**src/port_defines.svh**
```systemverilog
// Constants for the port pin logic: bit positions, reset values, timing
`ifndef PORT_DEFINES_SVH
`define PORT_DEFINES_SVH

// ----------------------------------------------------------------
// Clock and timing
// ----------------------------------------------------------------
`define CLK_PERIOD_NS   10
`define STRONG_PULL_NS  20
`define STRONG_PULL_CYC ((`STRONG_PULL_NS + `CLK_PERIOD_NS - 1) / `CLK_PERIOD_NS)

// ----------------------------------------------------------------
// Reset values and widths
// ----------------------------------------------------------------
`define PORT_WIDTH      8
`define PORT_RESET      8'hFF

// ----------------------------------------------------------------
// General port one alternate bits
// ----------------------------------------------------------------
`define G1_TIMER2_BIT   0
`define G1_T2TRIG_BIT   1
`define G1_SER1_RX_BIT  2
`define G1_SER1_TX_BIT  3
`define G1_IRQ2_BIT     4
`define G1_IRQ3_BIT     5
`define G1_IRQ4_BIT     6
`define G1_IRQ5_BIT     7

// ----------------------------------------------------------------
// Multi-function port alternate bits
// ----------------------------------------------------------------
`define MF_SER0_RX_BIT  0
`define MF_SER0_TX_BIT  1
`define MF_IRQ0_BIT     2
`define MF_IRQ1_BIT     3
`define MF_TMR0_BIT     4
`define MF_TMR1_BIT     5
`define MF_WR_BIT       6
`define MF_RD_BIT       7

`endif

```
**src/port_pkg.sv**
```systemverilog
// Types shared by the port pin logic
package port_pkg;

  typedef enum logic [1:0] {
    XFER_IDLE,
    XFER_READ,
    XFER_WRITE
  } xfer_e;

endpackage

```
**src/port_pin_logic.sv**
```systemverilog
// Port pin logic: upper address port, multi-function port, general port one
`timescale 1ns/1ps
`include "port_defines.svh"

module port_pin_logic
  import port_pkg::*;
#(
  parameter int WIDTH = `PORT_WIDTH
) (
  // Clock and reset
  input  logic             clk_sys,
  input  logic             rst_n,
  // Core memory access
  input  logic             mem_access,
  input  logic [15:0]      mem_addr,
  input  logic             mem_indirect,
  input  logic             xdata_rd,
  input  logic             xdata_wr,
  // Core port latch access
  input  logic             upper_wr_en,
  input  logic [WIDTH-1:0] upper_wr_data,
  output logic [WIDTH-1:0] upper_latch,
  input  logic             gen_one_wr_en,
  input  logic [WIDTH-1:0] gen_one_wr_data,
  output logic [WIDTH-1:0] gen_one_latch,
  output logic [WIDTH-1:0] gen_one_read,
  input  logic             multi_wr_en,
  input  logic [WIDTH-1:0] multi_wr_data,
  output logic [WIDTH-1:0] multi_latch,
  output logic [WIDTH-1:0] multi_read,
  // Alternate functions, general port one
  input  logic             timer_two_out,
  output logic             timer_two_pin,
  output logic             timer_two_trigger_pin,
  output logic             serial_one_receive,
  input  logic             serial_one_transmit,
  output logic             ext_irq_two_rising,
  output logic             ext_irq_three_falling,
  output logic             ext_irq_four_rising,
  output logic             ext_irq_five_falling,
  // Alternate functions, multi-function port
  output logic             serial_zero_receive,
  input  logic             serial_zero_transmit,
  output logic             ext_irq_zero,
  output logic             ext_irq_one,
  output logic             timer_zero_count_in,
  output logic             timer_one_count_in,
  output logic             xdata_wr_strobe_n,
  output logic             xdata_rd_strobe_n,
  // Upper address port pins
  output logic [WIDTH-1:0] upper_address_port,
  // General port one pins
  input  logic [WIDTH-1:0] general_port_one_in,
  output logic [WIDTH-1:0] general_port_one_out,
  output logic [WIDTH-1:0] general_port_one_oe,
  output logic [WIDTH-1:0] general_port_one_pullup,
  // Multi-function port pins
  input  logic [WIDTH-1:0] multi_function_port_in,
  output logic [WIDTH-1:0] multi_function_port_out,
  output logic [WIDTH-1:0] multi_function_port_oe,
  output logic [WIDTH-1:0] multi_function_port_pullup
);

  // ----------------------------------------------------------------
  // Reset release
  // ----------------------------------------------------------------
  logic rst_meta_q;
  logic rst_sync_n;

  always_ff @(posedge clk_sys or negedge rst_n) begin
    if (!rst_n) begin
      rst_meta_q <= 1'b0;
      rst_sync_n <= 1'b0;
    end else begin
      rst_meta_q <= 1'b1;
      rst_sync_n <= rst_meta_q;
    end
  end

  // ----------------------------------------------------------------
  // Upper address port
  // ----------------------------------------------------------------
  logic [WIDTH-1:0] upper_latch_q;
  logic [WIDTH-1:0] addr_pin_q;
  logic [WIDTH-1:0] addr_high;

  // Indirect moves only carry eight address bits, so the latch fills in
  function automatic logic [7:0] high_byte(input logic       indirect,
                                           input logic [15:0] addr,
                                           input logic [7:0]  latch);
    high_byte = indirect ? latch : addr[15:8];
  endfunction

  always_ff @(posedge clk_sys or negedge rst_sync_n) begin
    if (!rst_sync_n) begin
      upper_latch_q <= `PORT_RESET;
    end else if (upper_wr_en) begin
      upper_latch_q <= upper_wr_data;
    end
  end

  assign upper_latch = upper_latch_q;
  assign addr_high   = high_byte(mem_indirect, mem_addr, upper_latch_q);

  // Pins hold the last address between accesses; the latch reaches them only on indirect moves
  for (genvar i = 0; i < WIDTH; i++) begin : g_addr
    always_ff @(posedge clk_sys or negedge rst_sync_n) begin
      if (!rst_sync_n) begin
        addr_pin_q[i] <= 1'b1;
      end else if (mem_access) begin
        addr_pin_q[i] <= addr_high[i];
      end
    end
  end

  assign upper_address_port = addr_pin_q;

  // ----------------------------------------------------------------
  // External data strobes
  // ----------------------------------------------------------------
  xfer_e xfer_q;

  always_ff @(posedge clk_sys or negedge rst_sync_n) begin
    if (!rst_sync_n) begin
      xfer_q <= XFER_IDLE;
    end else begin
      case (xfer_q)
        XFER_IDLE, XFER_READ, XFER_WRITE: begin
          if (mem_access && xdata_rd) begin
            xfer_q <= XFER_READ;
          end else if (mem_access && xdata_wr) begin
            xfer_q <= XFER_WRITE;
          end else begin
            xfer_q <= XFER_IDLE;
          end
        end
        default: begin
          xfer_q <= XFER_IDLE;
        end
      endcase
    end
  end

  assign xdata_rd_strobe_n = (xfer_q != XFER_READ);
  assign xdata_wr_strobe_n = (xfer_q != XFER_WRITE);

  // ----------------------------------------------------------------
  // General port one
  // ----------------------------------------------------------------
  logic [WIDTH-1:0] gen_one_alt;

  always_comb begin
    gen_one_alt                  = '1;
    gen_one_alt[`G1_TIMER2_BIT]  = timer_two_out;
    gen_one_alt[`G1_SER1_TX_BIT] = serial_one_transmit;
  end

  quasi_port #(
    .WIDTH      (WIDTH),
    .STRONG_CYC (`STRONG_PULL_CYC),
    .RST_VAL    (`PORT_RESET)
  ) u_gen_one (
    .clk_sys   (clk_sys),
    .rst_n     (rst_sync_n),
    .wr_en     (gen_one_wr_en),
    .wr_data   (gen_one_wr_data),
    .alt_out   (gen_one_alt),
    .latch_q   (gen_one_latch),
    .pin_level (gen_one_read),
    .pin_in    (general_port_one_in),
    .pin_out   (general_port_one_out),
    .pin_oe    (general_port_one_oe),
    .pullup_en (general_port_one_pullup)
  );

  assign timer_two_pin         = gen_one_read[`G1_TIMER2_BIT];
  assign timer_two_trigger_pin = gen_one_read[`G1_T2TRIG_BIT];
  assign serial_one_receive    = gen_one_read[`G1_SER1_RX_BIT];

  edge_catch #(.RISING(1'b1)) u_irq_two (
    .clk_sys (clk_sys),
    .rst_n   (rst_sync_n),
    .level   (gen_one_read[`G1_IRQ2_BIT]),
    .pulse_q (ext_irq_two_rising)
  );

  edge_catch #(.RISING(1'b0)) u_irq_three (
    .clk_sys (clk_sys),
    .rst_n   (rst_sync_n),
    .level   (gen_one_read[`G1_IRQ3_BIT]),
    .pulse_q (ext_irq_three_falling)
  );

  edge_catch #(.RISING(1'b1)) u_irq_four (
    .clk_sys (clk_sys),
    .rst_n   (rst_sync_n),
    .level   (gen_one_read[`G1_IRQ4_BIT]),
    .pulse_q (ext_irq_four_rising)
  );

  edge_catch #(.RISING(1'b0)) u_irq_five (
    .clk_sys (clk_sys),
    .rst_n   (rst_sync_n),
    .level   (gen_one_read[`G1_IRQ5_BIT]),
    .pulse_q (ext_irq_five_falling)
  );

  // ----------------------------------------------------------------
  // Multi-function port
  // ----------------------------------------------------------------
  logic [WIDTH-1:0] multi_alt;

  // Strobes pull low through the same quasi driver; latch must stay at one
  always_comb begin
    multi_alt                  = '1;
    multi_alt[`MF_SER0_TX_BIT] = serial_zero_transmit;
    multi_alt[`MF_WR_BIT]      = xdata_wr_strobe_n;
    multi_alt[`MF_RD_BIT]      = xdata_rd_strobe_n;
  end

  quasi_port #(
    .WIDTH      (WIDTH),
    .STRONG_CYC (`STRONG_PULL_CYC),
    .RST_VAL    (`PORT_RESET)
  ) u_multi (
    .clk_sys   (clk_sys),
    .rst_n     (rst_sync_n),
    .wr_en     (multi_wr_en),
    .wr_data   (multi_wr_data),
    .alt_out   (multi_alt),
    .latch_q   (multi_latch),
    .pin_level (multi_read),
    .pin_in    (multi_function_port_in),
    .pin_out   (multi_function_port_out),
    .pin_oe    (multi_function_port_oe),
    .pullup_en (multi_function_port_pullup)
  );

  assign serial_zero_receive = multi_read[`MF_SER0_RX_BIT];
  assign ext_irq_zero        = multi_read[`MF_IRQ0_BIT];
  assign ext_irq_one         = multi_read[`MF_IRQ1_BIT];
  assign timer_zero_count_in = multi_read[`MF_TMR0_BIT];
  assign timer_one_count_in  = multi_read[`MF_TMR1_BIT];
endmodule

```
**src/quasi_port.sv**
```systemverilog
// One quasi-bidirectional port: latch, drivers and pin synchroniser
`timescale 1ns/1ps
`include "port_defines.svh"

module quasi_port #(
  parameter int           WIDTH      = `PORT_WIDTH,
  parameter int           STRONG_CYC = `STRONG_PULL_CYC,
  parameter logic [WIDTH-1:0] RST_VAL = `PORT_RESET
) (
  // Clock and reset
  input  logic             clk_sys,
  input  logic             rst_n,
  // Core side
  input  logic             wr_en,
  input  logic [WIDTH-1:0] wr_data,
  input  logic [WIDTH-1:0] alt_out,
  output logic [WIDTH-1:0] latch_q,
  output logic [WIDTH-1:0] pin_level,
  // Pin side
  input  logic [WIDTH-1:0] pin_in,
  output logic [WIDTH-1:0] pin_out,
  output logic [WIDTH-1:0] pin_oe,
  output logic [WIDTH-1:0] pullup_en
);

  logic [WIDTH-1:0] drive_q;
  logic [WIDTH-1:0] meta_q;
  logic [WIDTH-1:0] sync_q;

  // ----------------------------------------------------------------
  // Latch and pin synchroniser
  // ----------------------------------------------------------------
  always_ff @(posedge clk_sys or negedge rst_n) begin
    if (!rst_n) begin
      latch_q <= RST_VAL;
    end else if (wr_en) begin
      latch_q <= wr_data;
    end
  end

  always_ff @(posedge clk_sys or negedge rst_n) begin
    if (!rst_n) begin
      meta_q <= RST_VAL;
      sync_q <= RST_VAL;
    end else begin
      meta_q <= pin_in;
      sync_q <= meta_q;
    end
  end

  assign pin_level = sync_q;

  // ----------------------------------------------------------------
  // Drivers per bit
  // ----------------------------------------------------------------
  // Alternate output of 1 leaves the pin to the latch, 0 pulls it low
  for (genvar i = 0; i < WIDTH; i++) begin : g_bit
    logic       drive_d;
    logic [3:0] cnt_q;
    assign drive_d = latch_q[i] & alt_out[i];
    always_ff @(posedge clk_sys or negedge rst_n) begin
      if (!rst_n) begin
        drive_q[i] <= RST_VAL[i];
        cnt_q      <= 4'h0;
      end else begin
        drive_q[i] <= drive_d;
        if (drive_d && !drive_q[i]) begin
          cnt_q <= 4'(STRONG_CYC);
        end else if (cnt_q != 4'h0) begin
          cnt_q <= cnt_q - 4'h1;
        end
      end
    end
    assign pin_oe[i] = !drive_q[i] || (cnt_q != 4'h0);
  end

  assign pin_out   = drive_q;
  assign pullup_en = drive_q;

endmodule

```
**src/edge_catch.sv**
```systemverilog
// Edge detector on an already synchronised level, one-cycle pulse
`timescale 1ns/1ps

module edge_catch #(
  parameter bit RISING = 1'b1
) (
  // Clock and reset
  input  logic clk_sys,
  input  logic rst_n,
  // Level in, pulse out
  input  logic level,
  output logic pulse_q
);

  logic prev_q;

  // Idle pin sits high, so no false edge after reset
  always_ff @(posedge clk_sys or negedge rst_n) begin
    if (!rst_n) begin
      prev_q  <= 1'b1;
      pulse_q <= 1'b0;
    end else begin
      prev_q  <= level;
      pulse_q <= RISING ? (level & ~prev_q) : (~level & prev_q);
    end
  end

endmodule

```
**config.mk**
```make
export PLATFORM = sky130hd
export DESIGN_NAME = port_pin_logic
export DESIGN_NICKNAME = d
export VERILOG_FILES = /design/src/port_pkg.sv /design/src/port_pin_logic.sv /design/src/quasi_port.sv /design/src/edge_catch.sv
export VERILOG_INCLUDE_DIRS = /design/src
export SDC_FILE = /design/constraint.sdc
export NUM_CORES = 1
export LEC_CHECK = 0
export ABC_AREA = 1
export BUFFER_PORTS_ARGS = -buffer_cell sky130_fd_sc_hd__buf_4
export CORE_MARGIN = 5
export CORE_UTILIZATION = 48
export CTS_CLUSTER_DIAMETER = 100
export CTS_CLUSTER_SIZE = 12
export DETAILED_ROUTE_END_ITERATION = 7
export PLACE_DENSITY = 0.87
export SETUP_SLACK_MARGIN = 0.15
export SYNTH_ARGS = -nofsm -noshare
export SYNTH_HDL_FRONTEND = slang
export SYNTH_HIERARCHICAL = 1
export SYNTH_SLANG_ARGS = --single-unit
export TNS_END_PERCENT = 100
```
**constraint.sdc**
```tcl
create_clock -name clk_sys -period 4.85 [get_ports clk_sys]
set_input_delay 0.7275 -clock clk_sys [delete_from_list [all_inputs] [get_ports clk_sys]]
set_output_delay 0.7275 -clock clk_sys [all_outputs]
set_load 0.01 [all_outputs]
```
==> reports/results.txt <==
Startpoint Class -> register
Mean post-synth cell area -> 9.35 µm²
DRT iter0 DRCs -> 263
Detailed Routing Iterations Pass 1 -> 4
Fillers -> 1200
Clock Latency Late Sink -> 410 ps
Synth Register Bits -> 156
Routed length per instance -> 12.8 µm
Seq/Total Area, Yosys -> 56.3%
Leak -> 4.93 nW
Cells after synthesis -> 761
H-tree depth -> 4
Drt via density -> 4.64
Buffers added on ports -> 169
Die Ht -> 132 µm
Vias in the first global route -> 5275
Reg2Reg Setup Slack -> 3480 ps
Worst Clk Skew -> 8.28 ps
Commonest non-fill, non-tap cell in the layout -> nand2_1
Ports -> 178
Final #Nets -> 1032
CTS tree -> built
Delay-heaviest family, CP -> buffers and inverters
Clock root buffer -> clkbuf_16
Setup bufs post-CTS -> 0
Layout area overhead -> 27.0%
DP Area -> 0.00845 mm²
Min cycle time layout -> 2350 ps
Hpwl dp -> 10900 µm
Largest cells by area after synthesis -> dfstp_2 31%, dfrtp_1 25%, nand2_1 11%
Slowest CP cell -> dfrtp_1
Power, Total -> 4.79 mW
Max Cap Viol -> 0
Worst rel slew slack -> 48.4%
CTS Sinks -> 156
Final GP Congestion -> 0.797
Total gr overflow -> 0
Hold bufs inserted after CTS -> 0
Top-area cell type share of the netlist area -> 31.0%
Status -> finished, final reports clean
Antenna cells -> 0
Largest buffer count on any clock path -> 2
Buf/Inv on CP -> 3
RSZ-0062 raised after global routing -> no
CP Max Fanout -> 5
Reg area -> 0.00401 mm²
Worst-path clk slew -> 60 ps
Worst vdd rail ir drop -> 0.297 mV
Detailed Route WL -> 14400 µm
Finished Cell Area -> 0.00904 mm²
Worst slew pin tran -> 774 ps
Netlist cell types -> 19
Most frequent cells in the layout -> 206 x nand2_1, 169 x buf_4, 140 x inv_1, 84 x nand3_1, 84 x dfstp_2
Area leader, netlist -> dfstp_2
Syn. warnings -> 6
FP Rows -> 44
Max frequency -> 0.425 GHz
Final Hold Vio Count -> 0
Worst path required time -> 4120 ps
Antenna Nets Post-Route -> 0
# resized after CTS -> 0
Final setup viols -> 0
Cell chain of the critical path -> inv_1, ha_1, nand3_1, inv_1, nand2_1, buf_4
Initial Util -> 48.9%
DRC viols -> 0
Slew Limit Fails -> 0
Vias -> 5239
Crit end category -> output port
Fraction of layout cells with a size suffix above 1 -> 34.1%
Syn Std Cell Area -> 0.00711 mm²
Clock buffer count from CTS -> 17
Global-route wire length before repair -> 24500 µm
Power Dens Cells -> 530 mW/mm²
Final worst path period share -> 48.5%
Most used cell, CP -> inv_1
Worst hold path type -> primary input to async pin
Pin count of the biggest net entering global routing -> 95
Chip width -> 132 µm
Dpl ws -> 2980 ps
Fin Setup TNS -> 0 ps
Core area -> 0.0145 mm²
Max stage delay on crit path -> 380 ps
WS Path Type -> register to output port
Antenna violations before repair -> 0
Multi-input gate area -> 0.00237 mm²
Die area -> 0.0174 mm²
Setup WS post-layout -> 2500 ps
WP data arrival -> 1630 ps
Total Routing Usage GR -> 17.1%
synthesized netlist by cell type:
library cell / n
buf_4: 25
buf_6: 4
conb_1: 1
dfrtp_1: 72
dfstp_2: 84
ha_1: 32
inv_1: 140
inv_2: 6
mux2_4: 16
nand2_1: 206
nand2_2: 6
nand3_1: 84
nand3_2: 2
nor2_1: 52
nor2_2: 4
nor2_4: 2
o21ai_0: 8
or2_2: 1
xnor2_1: 16
report_power, final:
group          internal, mW  leakage (nW)  switching [mW]  total, mW
logic                 0.665          2.88           0.905       1.57
registers              1.66          1.77           0.232       1.89
clock network         0.819         0.290           0.503       1.32
total                  3.15          4.93            1.64       4.79
area by class of cell:
type                            instances  area share, %
Tap cell                              184           2.55
Clock buffer                           20           4.94
Clock inverter                         12           1.61
Timing Repair Buffer                  170           14.3
Multi-Input combinational cell        441           26.2
Sequential cell                       156           44.4
Inverter                              146           6.06
flip-flops by register name, summed over array words and instances (netlist names), 2 cells and up:
name / cells
u_gen_one/g_bit.cnt_q: 32
u_gen_one/latch_q: 8
u_gen_one/meta_q: 8
u_gen_one/pin_level: 8
u_gen_one/pin_out: 8
u_multi/g_bit.cnt_q: 32
u_multi/latch_q: 8
u_multi/meta_q: 8
u_multi/pin_level: 8
u_multi/pin_out: 8
upper_address_port: 8
upper_latch: 8
xfer_q: 2
worst paths after layout:
check | start | to | cells past startpoint
worst min register to register | u_multi/meta_q[0] | u_multi/pin_level[0] | 0
min in group clk_sys | u_multi/meta_q[0] | u_multi/pin_level[0] | 0
worst min-delay path | rst_n | rst_sync_n | 1
worst max register to register | rst_sync_n | u_gen_one/pin_out[4] | 1
max in group asynchronous | rst_sync_n | u_gen_one/pin_out[4] | 1
worst max-delay path | u_multi/g_bit[4].cnt_q[0] | multi_function_port_oe[4] | 6
stage by stage:
step	util [%]	std cells	hold WS [ps]
after detailed placement	58.1	1097	340
after floorplan	-	772	331
after global placement	58.1	1097	338
after global routing	62.2	1129	56.9
after CTS	62.2	1129	61.2
final	62.2	1129	85.2
kinds of logic after synthesis:
| logic type | after synthesis | synth area share [%] |
|---|---|---|
| AO/OA/AOI/OAI | 8 | 0.563 |
| XOR/XNOR | 16 | 1.97 |
| adder cells (fa/ha/maj) | 32 | 5.63 |
| buffers and inverters | 175 | 11.0 |
| flip-flops | 156 | 56.3 |
| multiplexers | 16 | 3.38 |
| other | 1 | 0.0527 |
| AND/OR/NAND/NOR | 357 | 21.1 |
layer usage:
layer  routed length, µm  track usage (%)  vias up
li1                    -                -     2599
met5                   0                0        -
met4                 184             5.83        0
met3                1220             7.14       13
met2                7420             29.7      151
met1                5610             19.0     2476
Note: power is estimated with default switching activity, not from simulation.
